## src/rtl/asx_regs.svh

```systemverilog
// Timing constants and pin field layout for the async SRAM host controller
`ifndef ASX_REGS_SVH
`define ASX_REGS_SVH
`define ASX_CLK_PS        25000
`define ASX_T_SD_PS       7000
`define ASX_T_AW_PS       9000
`define ASX_T_BW_PS       9000
`define ASX_T_HZWE_PS     7000
`define ASX_T_AA_PS       12000
`define ASX_T_DOE_PS      7000
`define ASX_T_POWER_US    100
`define ASX_CYC_MIN(ps)   (((ps) + `ASX_CLK_PS - 1) / `ASX_CLK_PS)
`define ASX_WR_CYC  ((`ASX_CYC_MIN(`ASX_T_AW_PS) > `ASX_CYC_MIN(`ASX_T_HZWE_PS + `ASX_T_SD_PS)) ? \
  `ASX_CYC_MIN(`ASX_T_AW_PS) : `ASX_CYC_MIN(`ASX_T_HZWE_PS + `ASX_T_SD_PS))
`define ASX_RD_CYC  (`ASX_CYC_MIN(`ASX_T_AA_PS) + 2)
`define ASX_POWER_CYC ((`ASX_T_POWER_US * 1000000 + `ASX_CLK_PS - 1) / `ASX_CLK_PS)
`define ASX_DATA_W  16
`define ASX_ADDR_W  22
`endif

```

## src/rtl/asx_pkg.sv

```systemverilog
// Types for the async SRAM host controller
package asx_pkg;
  typedef enum logic [2:0] {
    ASX_POWERUP = 3'h0,
    ASX_IDLE    = 3'h1,
    ASX_WR_SET  = 3'h2,
    ASX_WR_ACT  = 3'h3,
    ASX_WR_END  = 3'h4,
    ASX_RD_SET  = 3'h5,
    ASX_RD_ACT  = 3'h6,
    ASX_RETAIN  = 3'h7
  } asx_state_t;
endpackage : asx_pkg

```

## src/rtl/asx_sync2.sv

```systemverilog
// Two-flop synchroniser for the read data pins
`timescale 1ns/1ps
module asx_sync2 #(
  parameter int W = 16
) (
  // Clock and reset
  input  wire logic         clk,
  input  wire logic         rstn,
  // Data
  input  wire logic [W-1:0] d,
  output logic      [W-1:0] q
);
  logic [W-1:0] meta_r;
  always_ff @(posedge clk) begin
    if (!rstn) begin
      meta_r <= '0;
      q      <= '0;
    end else begin
      meta_r <= d;
      q      <= meta_r;
    end
  end
endmodule : asx_sync2

```

## src/rtl/asx_host.sv

```systemverilog
// Host controller driving an asynchronous 16-bit static RAM through its pins
// Contract
// Selected only when low select low, high select high
// Write needs select, strobe low, a lane low
// Data timing measured from write-ending edge
// Write data stable 7 ns before end
// Address stable 9 ns before end, held after
// Lane selects asserted 9 ns before end
// Read data valid 12 ns after address
// Old read data held 3 ns after address change
// Data valid 7 ns after output gate low
// Lane data valid 7 ns after lane select
// Device floats when gate or lane high
// Joint select and strobe release keeps float
// Strobe write lasts float time plus setup
// Wait 100 us after power before access
// Deselect device before data retention
// Device floats while deselected or writing
// Release host drivers before enabling outputs
`timescale 1ns/1ps
`include "asx_regs.svh"
module asx_host
  import asx_pkg::*;
#(
  parameter int POWER_CYC = `ASX_POWER_CYC,
  parameter int DW        = `ASX_DATA_W,
  parameter int AW        = `ASX_ADDR_W
) (
  // Clock and reset
  input  wire logic          clk,
  input  wire logic          rstn,
  // User request
  input  wire logic          req,
  input  wire logic          req_write,
  input  wire logic [AW-1:0] req_addr,
  input  wire logic [DW-1:0] req_wdata,
  input  wire logic [1:0]    req_lane_n,
  input  wire logic          retain_req,
  output logic               ready,
  output logic               rdata_valid,
  output logic [DW-1:0]      rdata,
  output logic               retain_ok,
  // Memory pins
  output logic [AW-1:0]      mem_addr,
  output logic               select_active_low,
  output logic               select_active_high,
  output logic               write_strobe_n,
  output logic               out_gate_n,
  output logic               lower_byte_lane_sel,
  output logic               upper_byte_lane_sel,
  output logic [DW-1:0]      dq_out,
  output logic               dq_oe_n,
  input  wire logic [DW-1:0] dq_in
);
  localparam int WR_CYC = `ASX_WR_CYC;
  localparam int RD_CYC = `ASX_RD_CYC;
  localparam int CW     = 22;

  typedef struct packed {
    asx_state_t    st;
    logic [CW-1:0] cnt;
    logic          ready;
    logic          rvalid;
    logic [DW-1:0] rdata;
    logic          rok;
    logic [AW-1:0] addr;
    logic          sel_n;
    logic          sel_h;
    logic          we_n;
    logic          oe_n;
    logic          lb_n;
    logic          ub_n;
    logic [DW-1:0] dout;
    logic          doe_n;
  } asx_regs_t;

  asx_regs_t    s_r, s_nxt;
  logic [DW-1:0] dq_sync;

  asx_sync2 #(.W(DW)) u_sync (
    .clk  (clk),
    .rstn (rstn),
    .d    (dq_in),
    .q    (dq_sync)
  );

  function automatic logic [CW-1:0] cyc(input int n);
    cyc = CW'(n);
  endfunction : cyc

  ////////////////////////////////////////////////////////////////////////////
  always_comb begin
    s_nxt        = s_r;
    s_nxt.rvalid = 1'b0;
    if (s_r.cnt != '0)
      s_nxt.cnt = s_r.cnt - cyc(1);
    case (s_r.st)
      ASX_POWERUP: begin
        // Any access before the supply settles is lost by the memory
        if (s_r.cnt == '0) begin
          s_nxt.st    = ASX_IDLE;
          s_nxt.ready = 1'b1;
        end
      end
      ASX_IDLE: begin
        s_nxt.rok = 1'b0;
        if (retain_req) begin
          s_nxt.st    = ASX_RETAIN;
          s_nxt.ready = 1'b0;
          s_nxt.sel_n = 1'b1;
          s_nxt.sel_h = 1'b0;
        end else if (req) begin
          s_nxt.ready = 1'b0;
          s_nxt.addr  = req_addr;
          s_nxt.lb_n  = req_lane_n[0];
          s_nxt.ub_n  = req_lane_n[1];
          s_nxt.sel_n = 1'b0;
          s_nxt.sel_h = 1'b1;
          if (req_write) begin
            // Address, lanes and data settle a cycle before the strobe falls
            s_nxt.st    = ASX_WR_SET;
            s_nxt.oe_n  = 1'b1;
            s_nxt.dout  = req_wdata;
            s_nxt.doe_n = 1'b0;
          end else begin
            s_nxt.st    = ASX_RD_SET;
            s_nxt.doe_n = 1'b1;
          end
        end
      end
      ASX_WR_SET: begin
        s_nxt.st   = ASX_WR_ACT;
        s_nxt.we_n = 1'b0;
        s_nxt.cnt  = cyc(WR_CYC - 1);
      end
      ASX_WR_ACT: begin
        // Strobe alone ends the write; select stays so no joint release
        if (s_r.cnt == '0) begin
          s_nxt.st   = ASX_WR_END;
          s_nxt.we_n = 1'b1;
        end
      end
      ASX_WR_END: begin
        // Address and data held one cycle past the ending edge
        s_nxt.st    = ASX_IDLE;
        s_nxt.doe_n = 1'b1;
        s_nxt.sel_n = 1'b1;
        s_nxt.sel_h = 1'b0;
        s_nxt.lb_n  = 1'b1;
        s_nxt.ub_n  = 1'b1;
        s_nxt.ready = 1'b1;
      end
      ASX_RD_SET: begin
        s_nxt.st   = ASX_RD_ACT;
        s_nxt.oe_n = 1'b0;
        s_nxt.cnt  = cyc(RD_CYC);
      end
      ASX_RD_ACT: begin
        // Wait covers access time plus the two synchroniser stages
        if (s_r.cnt == '0) begin
          s_nxt.st     = ASX_IDLE;
          s_nxt.rdata  = dq_sync;
          s_nxt.rvalid = 1'b1;
          s_nxt.ready  = 1'b1;
          s_nxt.oe_n   = 1'b1;
          s_nxt.sel_n  = 1'b1;
          s_nxt.sel_h  = 1'b0;
          s_nxt.lb_n   = 1'b1;
          s_nxt.ub_n   = 1'b1;
        end
      end
      ASX_RETAIN: begin
        s_nxt.rok = 1'b1;
        if (!retain_req) begin
          s_nxt.st    = ASX_IDLE;
          s_nxt.rok   = 1'b0;
          s_nxt.ready = 1'b1;
        end
      end
      default: s_nxt.st = ASX_IDLE;
    endcase
  end

  always_ff @(posedge clk) begin
    if (!rstn) begin
      s_r       <= '0;
      s_r.st    <= ASX_POWERUP;
      s_r.cnt   <= cyc(POWER_CYC);
      s_r.sel_n <= 1'b1;
      s_r.we_n  <= 1'b1;
      s_r.oe_n  <= 1'b1;
      s_r.lb_n  <= 1'b1;
      s_r.ub_n  <= 1'b1;
      s_r.doe_n <= 1'b1;
    end else begin
      s_r <= s_nxt;
    end
  end

  ////////////////////////////////////////////////////////////////////////////
  assign ready               = s_r.ready;
  assign rdata_valid         = s_r.rvalid;
  assign rdata               = s_r.rdata;
  assign retain_ok           = s_r.rok;
  assign mem_addr            = s_r.addr;
  assign select_active_low   = s_r.sel_n;
  assign select_active_high  = s_r.sel_h;
  assign write_strobe_n      = s_r.we_n;
  assign out_gate_n          = s_r.oe_n;
  assign lower_byte_lane_sel = s_r.lb_n;
  assign upper_byte_lane_sel = s_r.ub_n;
  assign dq_out              = s_r.dout;
  assign dq_oe_n             = s_r.doe_n;

  ////////////////////////////////////////////////////////////////////////////
  chk_no_contention: assert property (@(posedge clk) disable iff (!rstn)
    !(s_r.oe_n == 1'b0 && s_r.doe_n == 1'b0)) else $error("host and memory both drive");
  chk_write_len: assert property (@(posedge clk) disable iff (!rstn)
    $rose(s_r.we_n) |-> $past(s_r.we_n, WR_CYC) == 1'b0 &&
      WR_CYC * `ASX_CLK_PS >= `ASX_T_HZWE_PS + `ASX_T_SD_PS)
    else $error("write strobe too short");
  chk_write_sel: assert property (@(posedge clk) disable iff (!rstn)
    !s_r.we_n |-> (!s_r.sel_n && s_r.sel_h && !(s_r.lb_n && s_r.ub_n)))
    else $error("write without select or lane");
  chk_data_hold: assert property (@(posedge clk) disable iff (!rstn)
    $rose(s_r.we_n) |-> !s_r.doe_n && $stable(s_r.dout) && $stable(s_r.addr))
    else $error("data or address moved at write end");
  chk_addr_setup: assert property (@(posedge clk) disable iff (!rstn)
    $fell(s_r.we_n) |-> $stable(s_r.addr) && !s_r.sel_n)
    else $error("address not set up before write");
  chk_power_wait: assert property (@(posedge clk) disable iff (!rstn)
    (s_r.st == ASX_POWERUP) |-> s_r.sel_n && !s_r.sel_h) else $error("access during power up");
  chk_retain_desel: assert property (@(posedge clk) disable iff (!rstn)
    s_r.rok |-> s_r.sel_n && !s_r.sel_h) else $error("retention while selected");
  chk_joint_release: assert property (@(posedge clk) disable iff (!rstn)
    $rose(s_r.we_n) |-> $stable(s_r.sel_n)) else $error("select released with strobe");
  // Gate low long enough to cover access time plus both synchroniser stages
  chk_read_pulse: assert property (@(posedge clk) disable iff (!rstn)
    s_r.rvalid |-> ($past(s_r.oe_n, RD_CYC + 1) == 1'b0 &&
      RD_CYC * `ASX_CLK_PS >= `ASX_T_AA_PS + 2 * `ASX_CLK_PS) ##1 !s_r.rvalid)
    else $error("read taken too early or valid too long");
endmodule : asx_host

```

## config.mk

```make
export PLATFORM = sky130hd
export DESIGN_NAME = asx_host
export DESIGN_NICKNAME = d
export VERILOG_FILES = /design/src/rtl/asx_pkg.sv /design/src/rtl/asx_sync2.sv /design/src/rtl/asx_host.sv
export VERILOG_INCLUDE_DIRS = /design/src /design/src/rtl
export SDC_FILE = /design/constraint.sdc
export NUM_CORES = 1
export LEC_CHECK = 0
export ABC_CLOCK_PERIOD_IN_PS = 3950
export BUFFER_PORTS_ARGS = -buffer_cell sky130_fd_sc_hd__buf_2
export CORE_ASPECT_RATIO = 0.8
export CORE_MARGIN = 2
export CORE_UTILIZATION = 57
export CTS_CLUSTER_DIAMETER = 40
export DETAILED_ROUTE_END_ITERATION = 8
export PLACE_DENSITY = 0.82
export SETUP_SLACK_MARGIN = 0.1
export SYNTH_ARGS = -nofsm -noshare
export SYNTH_HDL_FRONTEND = slang
export SYNTH_SLANG_ARGS = --single-unit
```

## constraint.sdc

```tcl
create_clock -name clk -period 3.95 [get_ports clk]
set_clock_uncertainty 0.1 [all_clocks]
set_input_delay 0 -clock clk [delete_from_list [all_inputs] [get_ports clk]]
set_output_delay 0 -clock clk [all_outputs]
set_load 0.05 [all_outputs]
```

Word-level counts from Yosys, hierarchy flattened
Index checks and enable logic that the tools add are counted.
- logic and storage cells: 88
- output and inout bits: 64
- input bits: 61
- register bits after elaboration: 121
- reductions and logical operators: 22
- add/sub/neg operators: 1
- equality and inequality tests: 16
- bitwise logic cells: 1
- mux-type cells: 31
- operators by type and width (kind ; number):
    22-bit one-hot mux with 2 select lines ; 1
    20-bit two-way mux ; 2
    22-bit logical NOT ; 1
    22-bit two-way mux ; 1
    22-bit nonzero test ; 1
    22-bit by 1-bit subtractor with 22-bit output, second input constant ; 1
    3-bit two-way mux ; 7
    3-bit one-hot mux with 7 select lines ; 1
    18-bit two-way mux ; 1
    16-bit two-way mux ; 1
    2-bit inequality test, second input constant ; 7
    3-bit == test, second input constant ; 4
    2-bit one-hot mux with 3 select lines ; 2
    4-bit AND reduction ; 3
    5-bit AND reduction ; 2
    3-bit AND reduction ; 3
    3-bit nonzero test ; 3
    1-bit two-way mux ; 7
    3-bit by 2-bit == test with 1-bit output, second input constant ; 2
    2-bit two-way mux ; 3
    1-bit one-hot mux with 2 select lines ; 3
    2-bit AND reduction ; 3
    2-bit nonzero test ; 3
    1-bit one-hot mux with 5 select lines ; 1
    other kinds (8) ; 8

Depth between registers and ports, before layout
Gate-level depths: netlist of run 1.
- depth in word-level cells: 4
- mapped depth: 9
- gate-level depth less buffers: 7

Modules after synthesis
Synthesis of run 1 repeated with hierarchy kept, for this count alone.
- cell total of the unflattened synthesis: 577
- area, all modules: 4974.8 um2
- modules (own cells, without submodules) (module ; cells an instance ; area each (um2) ; instances ; seq. area each (um2)):
    asx_host ; 510 ; 4078.9 ; 1 ; 1781.7
    asx_sync2 ; 67 ; 895.9 ; 1 ; 640.6

Worst setup path before layout of run 1
OpenSTA, ideal clock, no wires.
- path type: register to register
- start: register s_r[64] (netlist name)
- end: register s_r (netlist bit rdata[10])
- setup time: 0.128 ns
- data arrival time: 1.969 ns
- period minus slack after synthesis: 2.197 ns
- cell stages (with the launch flop): 10
- setup slack: 1.753 ns
- cells stage by stage: dfxtp_1 inv_1 ha_1 or4b_1 clkbuf_1 nor2_1 nand4_1 clkbuf_1 nand3_1 o21ai_1
- cells in the longest elaborated chain, start to end: 2
- ends and longest elaborated chain (element ; line ; text):
    from (decl) ; asx_host.sv:77 ; asx_regs_t s_r, s_nxt;
    from (signal assigned) ; asx_host.sv:196 ; s_r <= s_nxt;
    22-bit logical NOT ; asx_host.sv:160 ; if (s_r.cnt == '0) begin
    2-bit AND reduction (no source line) ; - ;
No other way between the ends.
A chain may end at the register's enable or synchronous reset.

Final worst setup path of run 1
- start: register s_r[86] (netlist name)
- end: register s_r (netlist bit lower_byte_lane_sel)
- cells in the longest elaborated chain, start to end: 3
- elaborated cells on any way between the ends: 9
- classes of those cells: eq/ne: 6; mux: 1; reduce/logical: 2
- ends and longest elaborated chain (element ; line ; text):
    3-bit by 1-bit == test with 1-bit output / 3-bit == test (equally long branches) ; asx_host.sv:97 ; case (s_r.st)
    2-bit inequality test (no source line) / 3-bit nonzero test (equally long branches) ; - ;
    4-bit AND reduction (no source line) ; - ;
Parallel ways exist; a longest one is shown, timed or not.

==> qor_table.md, run 1 <==
| Item | Reported | Unit |
| --- | --- | --- |
| Chip width | 108 | um |
| Switching fraction of total power | 0.223 | - |
| Cells traversed along the worst timing path | nor3b_1 -> nand2_1 -> nor3_1 -> a21oi_1 -> dlygate4sd3_1 | - |
| Number of buffers created by CTS | 17 | - |
| H-tree levels | 4 | - |
| Area of placed instances | 5190 | um2 |
| Die height | 87.2 | um |
| Via count normalized by instance count | 5.47 | - |
| Most used cells in the layout excluding fill and tap cells | buf_2, dfxtp_1, nand2_1 | - |
| Setup repair after global routing missed its margin | false | - |
| Layout cells sized above 1 | 0.231 | - |
| Share of synthesized area occupied by flip-flops and latches | 0.491 | - |
| CTS clk-pin slew, worst paths | 0.06 | ns |
| Number of buffers added for setup after CTS | 0 | - |
| Fillers | 529 | - |
| First-pass GRT wire length | 20400 | um |
| Type of destination of the critical path | flip-flop | - |
| GR Overflow Total | 0 | - |
| Count of max-cap constraint violations | 0 | - |
| Avg WL per Cell | 15.9 | um |
| Antenna viol nets, final | 0 | - |
| Area of the multi-input gates | 1950 | um2 |
| Share of synthesized flip-flops with an asynchronous set or reset | 0 | - |
| Average cell area after synthesis | 8.47 | um2 |
| Endpoint of the worst-slack reg-to-reg timing path | lower_byte_lane_sel | - |
| Power share of the sequential group | 0.411 | - |
| Worst hold path endpoint | u_sync.meta_r[13] | - |
| Data required time at the worst endpoint | 4.24 | ns |
| Max frequency | 291 | MHz |
| Leading register cell type out of synthesis | dfxtp_1 | - |
| Yosys reg bits | 121 | - |
| Crit-path max FO | 24 | - |
| Max Transition Viols Final | 0 | - |
| Cell type of the slowest stage on the worst timing path | nor3b_1 | - |
| Number of synthesized flops with an enable pin | 0 | - |
| Count of port buffers added during placement | 124 | - |
| Slack of the worst reg-to-reg path | 0.51 | ns |
| Total Die Area | 9420 | um2 |
| Switching power | 696 | uW |
| Critical path start-end classification | reg -> reg | - |
| Largest net degree at the start of global routing | 72 | - |
| Initial antenna violation count | 0 | - |
| Source of the worst hold timing path | dq_in[13] | - |
| First-pass iteration count of the detailed router | 5 | - |
| Final critical-path required period | 3.44 | ns |
| Total nets after synthesis | 644 | - |
| Leakage dissipation | 2.68 | nW |
| Tot Pwr | 3.12 | mW |
| Clock share of power | 0.528 | - |
| Relative contribution of combinational cells to total power | 0.060 | - |
| Number of setup violations in the final report | 0 | - |
| Cell variety after synth | 51 | - |
| Number of global-route vias before repair | 4320 | - |
| Relative area change from synthesis to final layout | 30.5 | % |
| Combined area of all synthesized cells | 4930 | um2 |
| Post-cts gate resize count | 0 | - |
| Initial standard-cell utilization of the core | 0.584 | - |
| Routed wire length | 13200 | um |
| Total via count after detailed routing | 4534 | - |
| Final critical-path share of the clock period | 0.871 | - |
| Origin of the critical flop-to-flop path | s_r[86] | - |
| HP Class | in -> reg | - |
| Delay of the slowest cell on the worst path | 0.75 | ns |
| Maximum VDD drop | 0.290 | mV |
| Commonest non-fill, non-tap cell in the layout | buf_2 | - |
| PD cells | 484 | nW/um2 |
| Standard-cell rows | 30 | - |
| TritonCTS Sinks | 121 | - |
| Placer Congestion | 0.868 | - |
| Synthesized instance count | 582 | - |
| Number of remaining DRC errors | 0 | - |
| Sort of element at the start of the critical path | flip-flop | - |
| Max-Slew Margin vs Limit | 0.436 | - |
| Transition time of the tightest slew-check pin | 0.844 | ns |
| Clock insertion delay at the later pin of the skew report | 0.51 | ns |
| Final design area excluding fillers | 6440 | um2 |
| CTS tree | done | - |
| Crit path arrival time | 3.73 | ns |
| Setup TNS | 0 | ns |
| Count of hold-fix buffers inserted at cts | 61 | - |
| Buffer cell driving the clock tree root | clkbuf_8 | - |
| Final HPWL DP | 7040 | um |
| Run status | finished clean | - |
| Yosys warning count | 0 | - |
| Net count, final | 764 | - |
| Worst Hold Depth | 3 | - |
| CORE AREA | 8450 | um2 |
| Number of hold-slack violations in the final timing report | 0 | - |
| Cell Int Power | 2.42 | mW |
| Total routing usage reported by global routing | 0.280 | - |
| Top-level I/O count | 125 | - |
| Reg2Reg Depth | 5 | - |
| Starting DRC count in detailed routing | 581 | - |
| Register Area | 2420 | um2 |
| Buffer depth of the longest clock path | 2 | - |
-- power by group through the flow --
stage / clock [mW] / sequential, mW / combinational [mW]
global placement: 0 / 1.30 / 0.127
finish: 1.65 / 1.28 / 0.188
floorplan: 0 / 1.30 / 0.0855
CTS: 1.65 / 1.28 / 0.180
global route: 1.72 / 1.28 / 0.204
detailed placement: 0 / 1.30 / 0.131
-- kinds of logic after synthesis --
logic type | after synthesis | share of synthesized area
muxes | 1 | 0.00203
AOI/OAI and AO/OA | 119 | 0.142
adders and majority gates | 1 | 0.00254
DFF | 121 | 0.491
buffers and inverters | 96 | 0.114
and+or+nand+nor | 232 | 0.227
xor gates and xnor gates | 12 | 0.0213
-- synthesized netlist by cell type, drive strengths merged, types with 3 or more instances --
| library cell | count | area [um2] |
|---|---|---|
| o31ai | 4 | 35.0 |
| nor2 | 26 | 97.6 |
| nand3 | 21 | 105 |
| or4 | 6 | 52.6 |
| buf | 56 | 413 |
| nand2 | 107 | 402 |
| and2 | 33 | 206 |
| xor2 | 7 | 61.3 |
| a21oi | 50 | 250 |
| nand4 | 3 | 18.8 |
| clkbuf | 32 | 120 |
| o21a | 4 | 30.0 |
| nor3 | 8 | 40.0 |
| a211oi | 3 | 22.5 |
| o21ai | 38 | 190 |
| xnor2 | 5 | 43.8 |
| inv | 8 | 30.0 |
| o31a | 4 | 35.0 |
| nor4 | 9 | 56.3 |
| dfxtp | 121 | 2420 |
| or3 | 4 | 25.0 |
-- worst max-delay path: cells and delay by family, from the launching register on --
family	cells	cell delay, ns
compound gates	1	0.09
buf+inv	1	0.59
flops	1	0.61
simple gates	3	1.92
-- state kept, by name, indices dropped and copies added (netlist names) --
signal and cells:
u_sync.q 16, write_strobe_n 1, out_gate_n 1, lower_byte_lane_sel 1, rdata 16, retain_ok 1
rdata_valid 1, s_r 25, dq_out 16, dq_oe_n 1, mem_addr 22, upper_byte_lane_sel 1
u_sync.meta_r 16, select_active_high 1, select_active_low 1, ready 1
-- routing by layer --
metal / global-route usage / wire (um) / part of all wire
met1: 0.321 / 5270 / 0.40
met2: 0.477 / 6560 / 0.50
met3: 0.0740 / 817 / 0.062
met4: 0.155 / 556 / 0.042
met5: 0 / 0 / 0
-- per-stage QoR --
step / utilization / hold slack (ns) / worst slack, ns / instances
after floorplan: - / 0.0273 / 1.75 / 582
after global placement: 0.614 / 0.108 / 1.32 / 734
after detailed placement: 0.614 / 0.111 / 1.18 / 734
after CTS: 0.761 / 0.117 / 0.683 / 827
after global routing: 0.761 / 0.141 / 0.313 / 827
final: 0.762 / 0.136 / 0.511 / 829
-- layout make-up --
| type | instances | share of cell area |
|---|---|---|
| Sequential cell | 121 | 0.376 |
| Multi-Input combinational cell | 365 | 0.302 |
| Timing Repair Buffer | 189 | 0.196 |
| Clock buffer | 20 | 0.0692 |
| Clock inverter | 12 | 0.0290 |
| Tap cell | 112 | 0.0218 |
| Inverter | 8 | 0.00467 |
| Antenna cell | 2 | 0.000778 |
-- how the worst max path moves through the flow --
stage	from	to	depth (start not counted)
after floorplan	s_r[64]	rdata[10]	9
after global placement	s_r[86]	dq_oe_n	6
after detailed placement	s_r[86]	dq_oe_n	6
after CTS	s_r[86]	lower_byte_lane_sel	5
after global routing	s_r[86]	lower_byte_lane_sel	5
final	s_r[86]	lower_byte_lane_sel	5
No activity file was read; power rests on OpenSTA's default activity.
==> run 2: changes to the inputs <==
--- a/config.mk
+++ b/config.mk
@@ -6,14 +6,14 @@
 export SDC_FILE = /design/constraint.sdc
 export NUM_CORES = 1
 export LEC_CHECK = 0
-export ABC_CLOCK_PERIOD_IN_PS = 3950
+export ABC_CLOCK_PERIOD_IN_PS = 3400
 export BUFFER_PORTS_ARGS = -buffer_cell sky130_fd_sc_hd__buf_2
 export CORE_ASPECT_RATIO = 0.8
 export CORE_MARGIN = 2
-export CORE_UTILIZATION = 57
+export CORE_UTILIZATION = 53
 export CTS_CLUSTER_DIAMETER = 40
 export DETAILED_ROUTE_END_ITERATION = 8
-export PLACE_DENSITY = 0.82
+export PLACE_DENSITY = 0.77
 export SETUP_SLACK_MARGIN = 0.1
 export SYNTH_ARGS = -nofsm -noshare
 export SYNTH_HDL_FRONTEND = slang
==> constraint.sdc (replaced) <==
create_clock -name clk -period 3.4 [get_ports clk]
set_clock_uncertainty 0.1 [all_clocks]
set_input_delay 0 -clock clk [delete_from_list [all_inputs] [get_ports clk]]
set_output_delay 0 -clock clk [all_outputs]
set_load 0.05 [all_outputs]
==> run 2 against run 1 <==
- clock power grew 9.7%
- critical path depth grew 1
- via count shrank 3.4%
- final area shrank 0.52%
- die area grew 7.2%
- worst hold slack lost 0.084 ns
- sequential share of layout area grew 0.20 points
- clock-buffer cell count shrank 1
- cell count grew 0.12%
- sequential power grew 16%
- utilization shrank 5.4 points
- fmax grew 27%
- critical path type unchanged
==> qor_table.md, run 2 (synthesis gave the netlist of run 1 again) <==
| Item | Reported | Unit | Delta |
| --- | --- | --- | --- |
| GR Overflow Total | 0 | - | unchanged |
| Setup TNS | 0 | ns | unchanged |
| Number of global-route vias before repair | 4179 | - | -3.3% |
| Initial antenna violation count | 0 | - | unchanged |
| Die height | 90.3 | um | +3.5% |
| Leakage dissipation | 2.65 | nW | -1.1% |
| Buffer cell driving the clock tree root | clkbuf_16 | - |  |
| Chip width | 112 | um | +3.6% |
| Max-Slew Margin vs Limit | 0.406 | - | -0.0302 |
| Relative contribution of combinational cells to total power | 0.060 | - | about the same |
| Switching fraction of total power | 0.222 | - | -0.000939 |
| Cell Int Power | 2.73 | mW | +13% |
| Buffer depth of the longest clock path | 2 | - | unchanged |
| Area of placed instances | 5200 | um2 | +0.22% |
| Largest register by flop count | s_r | - |  |
| Number of hold-slack violations in the final timing report | 0 | - | unchanged |
| Relative area change from synthesis to final layout | 29.8 | % |  |
| CTS clk-pin slew, worst paths | 0.05 | ns | about the same |
| Count of antenna diodes in the layout | 0 | - | -2 |
| Number of remaining DRC errors | 0 | - | unchanged |
| Switching power | 780 | uW | +12% |
| Clock insertion delay at the later pin of the skew report | 0.40 | ns | -0.11 ns |
| Net count, final | 764 | - | unchanged |
| Count of port buffers added during placement | 124 | - | unchanged |
| Register Area | 2420 | um2 | unchanged |
| Final design area excluding fillers | 6400 | um2 | -0.52% |
| Core Util, Final | 0.708 | - | -0.0536 |
| CTS tree | done | - |  |
| Antenna viol nets, final | 0 | - | unchanged |
| Source of the worst hold timing path | req_write | - |  |
| Type of destination of the critical path | flip-flop | - |  |
| Critical path start-end classification | reg -> reg | - |  |
| Tot Pwr | 3.51 | mW | +13% |
| Total Die Area | 10100 | um2 | +7.2% |
| Number of setup violations in the final report | 0 | - | unchanged |
| Setup repair after global routing missed its margin | false | - |  |
| Layout cells sized above 1 | 0.231 | - | unchanged |
| Max frequency | 369 | MHz | +27% |
| Max Transition Viols Final | 0 | - | unchanged |
| Final critical-path share of the clock period | 0.797 | - | -0.0731 |
| Worst hold path endpoint | out_gate_n | - |  |
| Final HPWL DP | 7040 | um | about the same |
| Slack of the worst reg-to-reg path | 0.69 | ns | +0.18 ns |
| TritonCTS Sinks | 121 | - | unchanged |
| Crit-path max FO | 11 | - | -54% |
| Number of buffers created by CTS | 17 | - | unchanged |
| Top-level I/O count | 125 | - | unchanged |
| Via count normalized by instance count | 5.27 | - | -3.6% |
| Sort of element at the start of the critical path | flip-flop | - |  |
| Area of the multi-input gates | 1950 | um2 | unchanged |
| Placer Congestion | 0.835 | - | -3.8% |
| Largest register FFs | 25 | - | unchanged |
| Worst hold-check slack | 0.0523 | ns | -0.0838 ns |
| Fillers | 627 | - | +19% |
| Transition time of the tightest slew-check pin | 0.889 | ns | +0.0452 ns |
| Starting DRC count in detailed routing | 435 | - | -25% |
| Count of max-cap constraint violations | 0 | - | unchanged |
| First-pass GRT wire length | 19700 | um | -3.9% |
| Worst Hold Depth | 5 | - | +2 |
| Data required time at the worst endpoint | 3.64 | ns | -0.60 ns |
| PD cells | 548 | nW/um2 | +13% |
| First-pass iteration count of the detailed router | 5 | - | unchanged |
| Endpoint of the worst-slack reg-to-reg timing path | select_active_low | - |  |
| Routed wire length | 12000 | um | -9.4% |
| Standard-cell rows | 31 | - | +3.3% |
| HP Class | in -> reg | - |  |
| Total routing usage reported by global routing | 0.239 | - | -0.0404 |
| Maximum VDD drop | 0.396 | mV | +37% |
| Origin of the critical flop-to-flop path | s_r[76] | - |  |
| Post-cts gate resize count | 0 | - | unchanged |
| Commonest non-fill, non-tap cell in the layout | buf_2 | - |  |
| Run status | finished clean | - |  |
| Power share of the sequential group | 0.423 | - | +0.012 |
| CORE AREA | 9040 | um2 | +7.0% |
| Crit path arrival time | 2.96 | ns | -0.77 ns |
| Final critical-path required period | 2.71 | ns | -0.727 ns |
| Largest net degree at the start of global routing | 72 | - | unchanged |
| Clock share of power | 0.517 | - | -0.011 |
| H-tree levels | 4 | - | unchanged |
| Avg WL per Cell | 14.4 | um | -9.5% |
| Initial standard-cell utilization of the core | 0.546 | - | -0.0382 |
| Total via count after detailed routing | 4378 | - | -3.4% |
| Most used cells in the layout excluding fill and tap cells | buf_2, dfxtp_1, nand2_1 | - |  |
| Reg2Reg Depth | 6 | - | +1 |
[run 2: layout make-up]
| type | count | area share |
|---|---|---|
| Clock buffer | 19 | 0.0676 |
| Clock inverter | 13 | 0.0264 |
| Inverter | 8 | 0.00469 |
| Multi-Input combinational cell | 365 | 0.304 |
| Sequential cell | 121 | 0.378 |
| Tap cell | 115 | 0.0225 |
| Timing Repair Buffer | 189 | 0.197 |
[run 2: through the flow]
| step | setup WS, ns | std cells |
|---|---|---|
| final | 0.689 | 830 |
| after global placement | 0.908 | 738 |
| after CTS | 0.706 | 830 |
| after floorplan | 1.20 | 582 |
| after global routing | 0.379 | 830 |
| after detailed placement | 0.758 | 738 |
[run 2: worst max-delay path by stage]
stage / cells past startpoint / end / slack [ns] / from
after floorplan: 9 / rdata[10] / 1.20 / s_r[64]
after CTS: 6 / select_active_low / 0.71 / s_r[76]
after detailed placement: 5 / s_r[85] / 0.76 / s_r[76]
after global routing: 6 / select_active_low / 0.38 / s_r[76]
final: 6 / select_active_low / 0.69 / s_r[76]
after global placement: 5 / s_r[85] / 0.91 / s_r[76]
[run 2: routing by layer]
| layer | up-vias | routed length (um) | track usage | part of all wire |
|---|---|---|---|---|
| met5 | - | 0 | 0 | 0 |
| met3 | 35 | 766 | 0.0617 | 0.064 |
| met2 | 183 | 5600 | 0.386 | 0.47 |
| met1 | 1996 | 5180 | 0.294 | 0.43 |
| li1 | 2164 | - | - | - |
| met4 | 0 | 409 | 0.128 | 0.034 |
[run 2: repair_timing]
item	in CTS	in global routing
setup buffers	0	0
hold buffers	60	0
hold endpoints to repair	65	0
[run 2: power groups by stage]
stage                     Clock (mW)  Combinational, mW  Sequential (mW)
after global routing            1.90              0.232             1.49
after global placement             0              0.146             1.51
final                           1.81              0.210             1.49
after detailed placement           0              0.151             1.51
after floorplan                    0             0.0994             1.51
after CTS                       1.84              0.205             1.48
[run 2: critical path: stages, from the launching register on]
cell and delay, ns:
dfxtp_1 0.37, nor4_1 0.52, nand4_1 0.50, o21ai_1 0.31
a21oi_1 0.18, nand3_1 0.12, dlygate4sd3_1 0.55
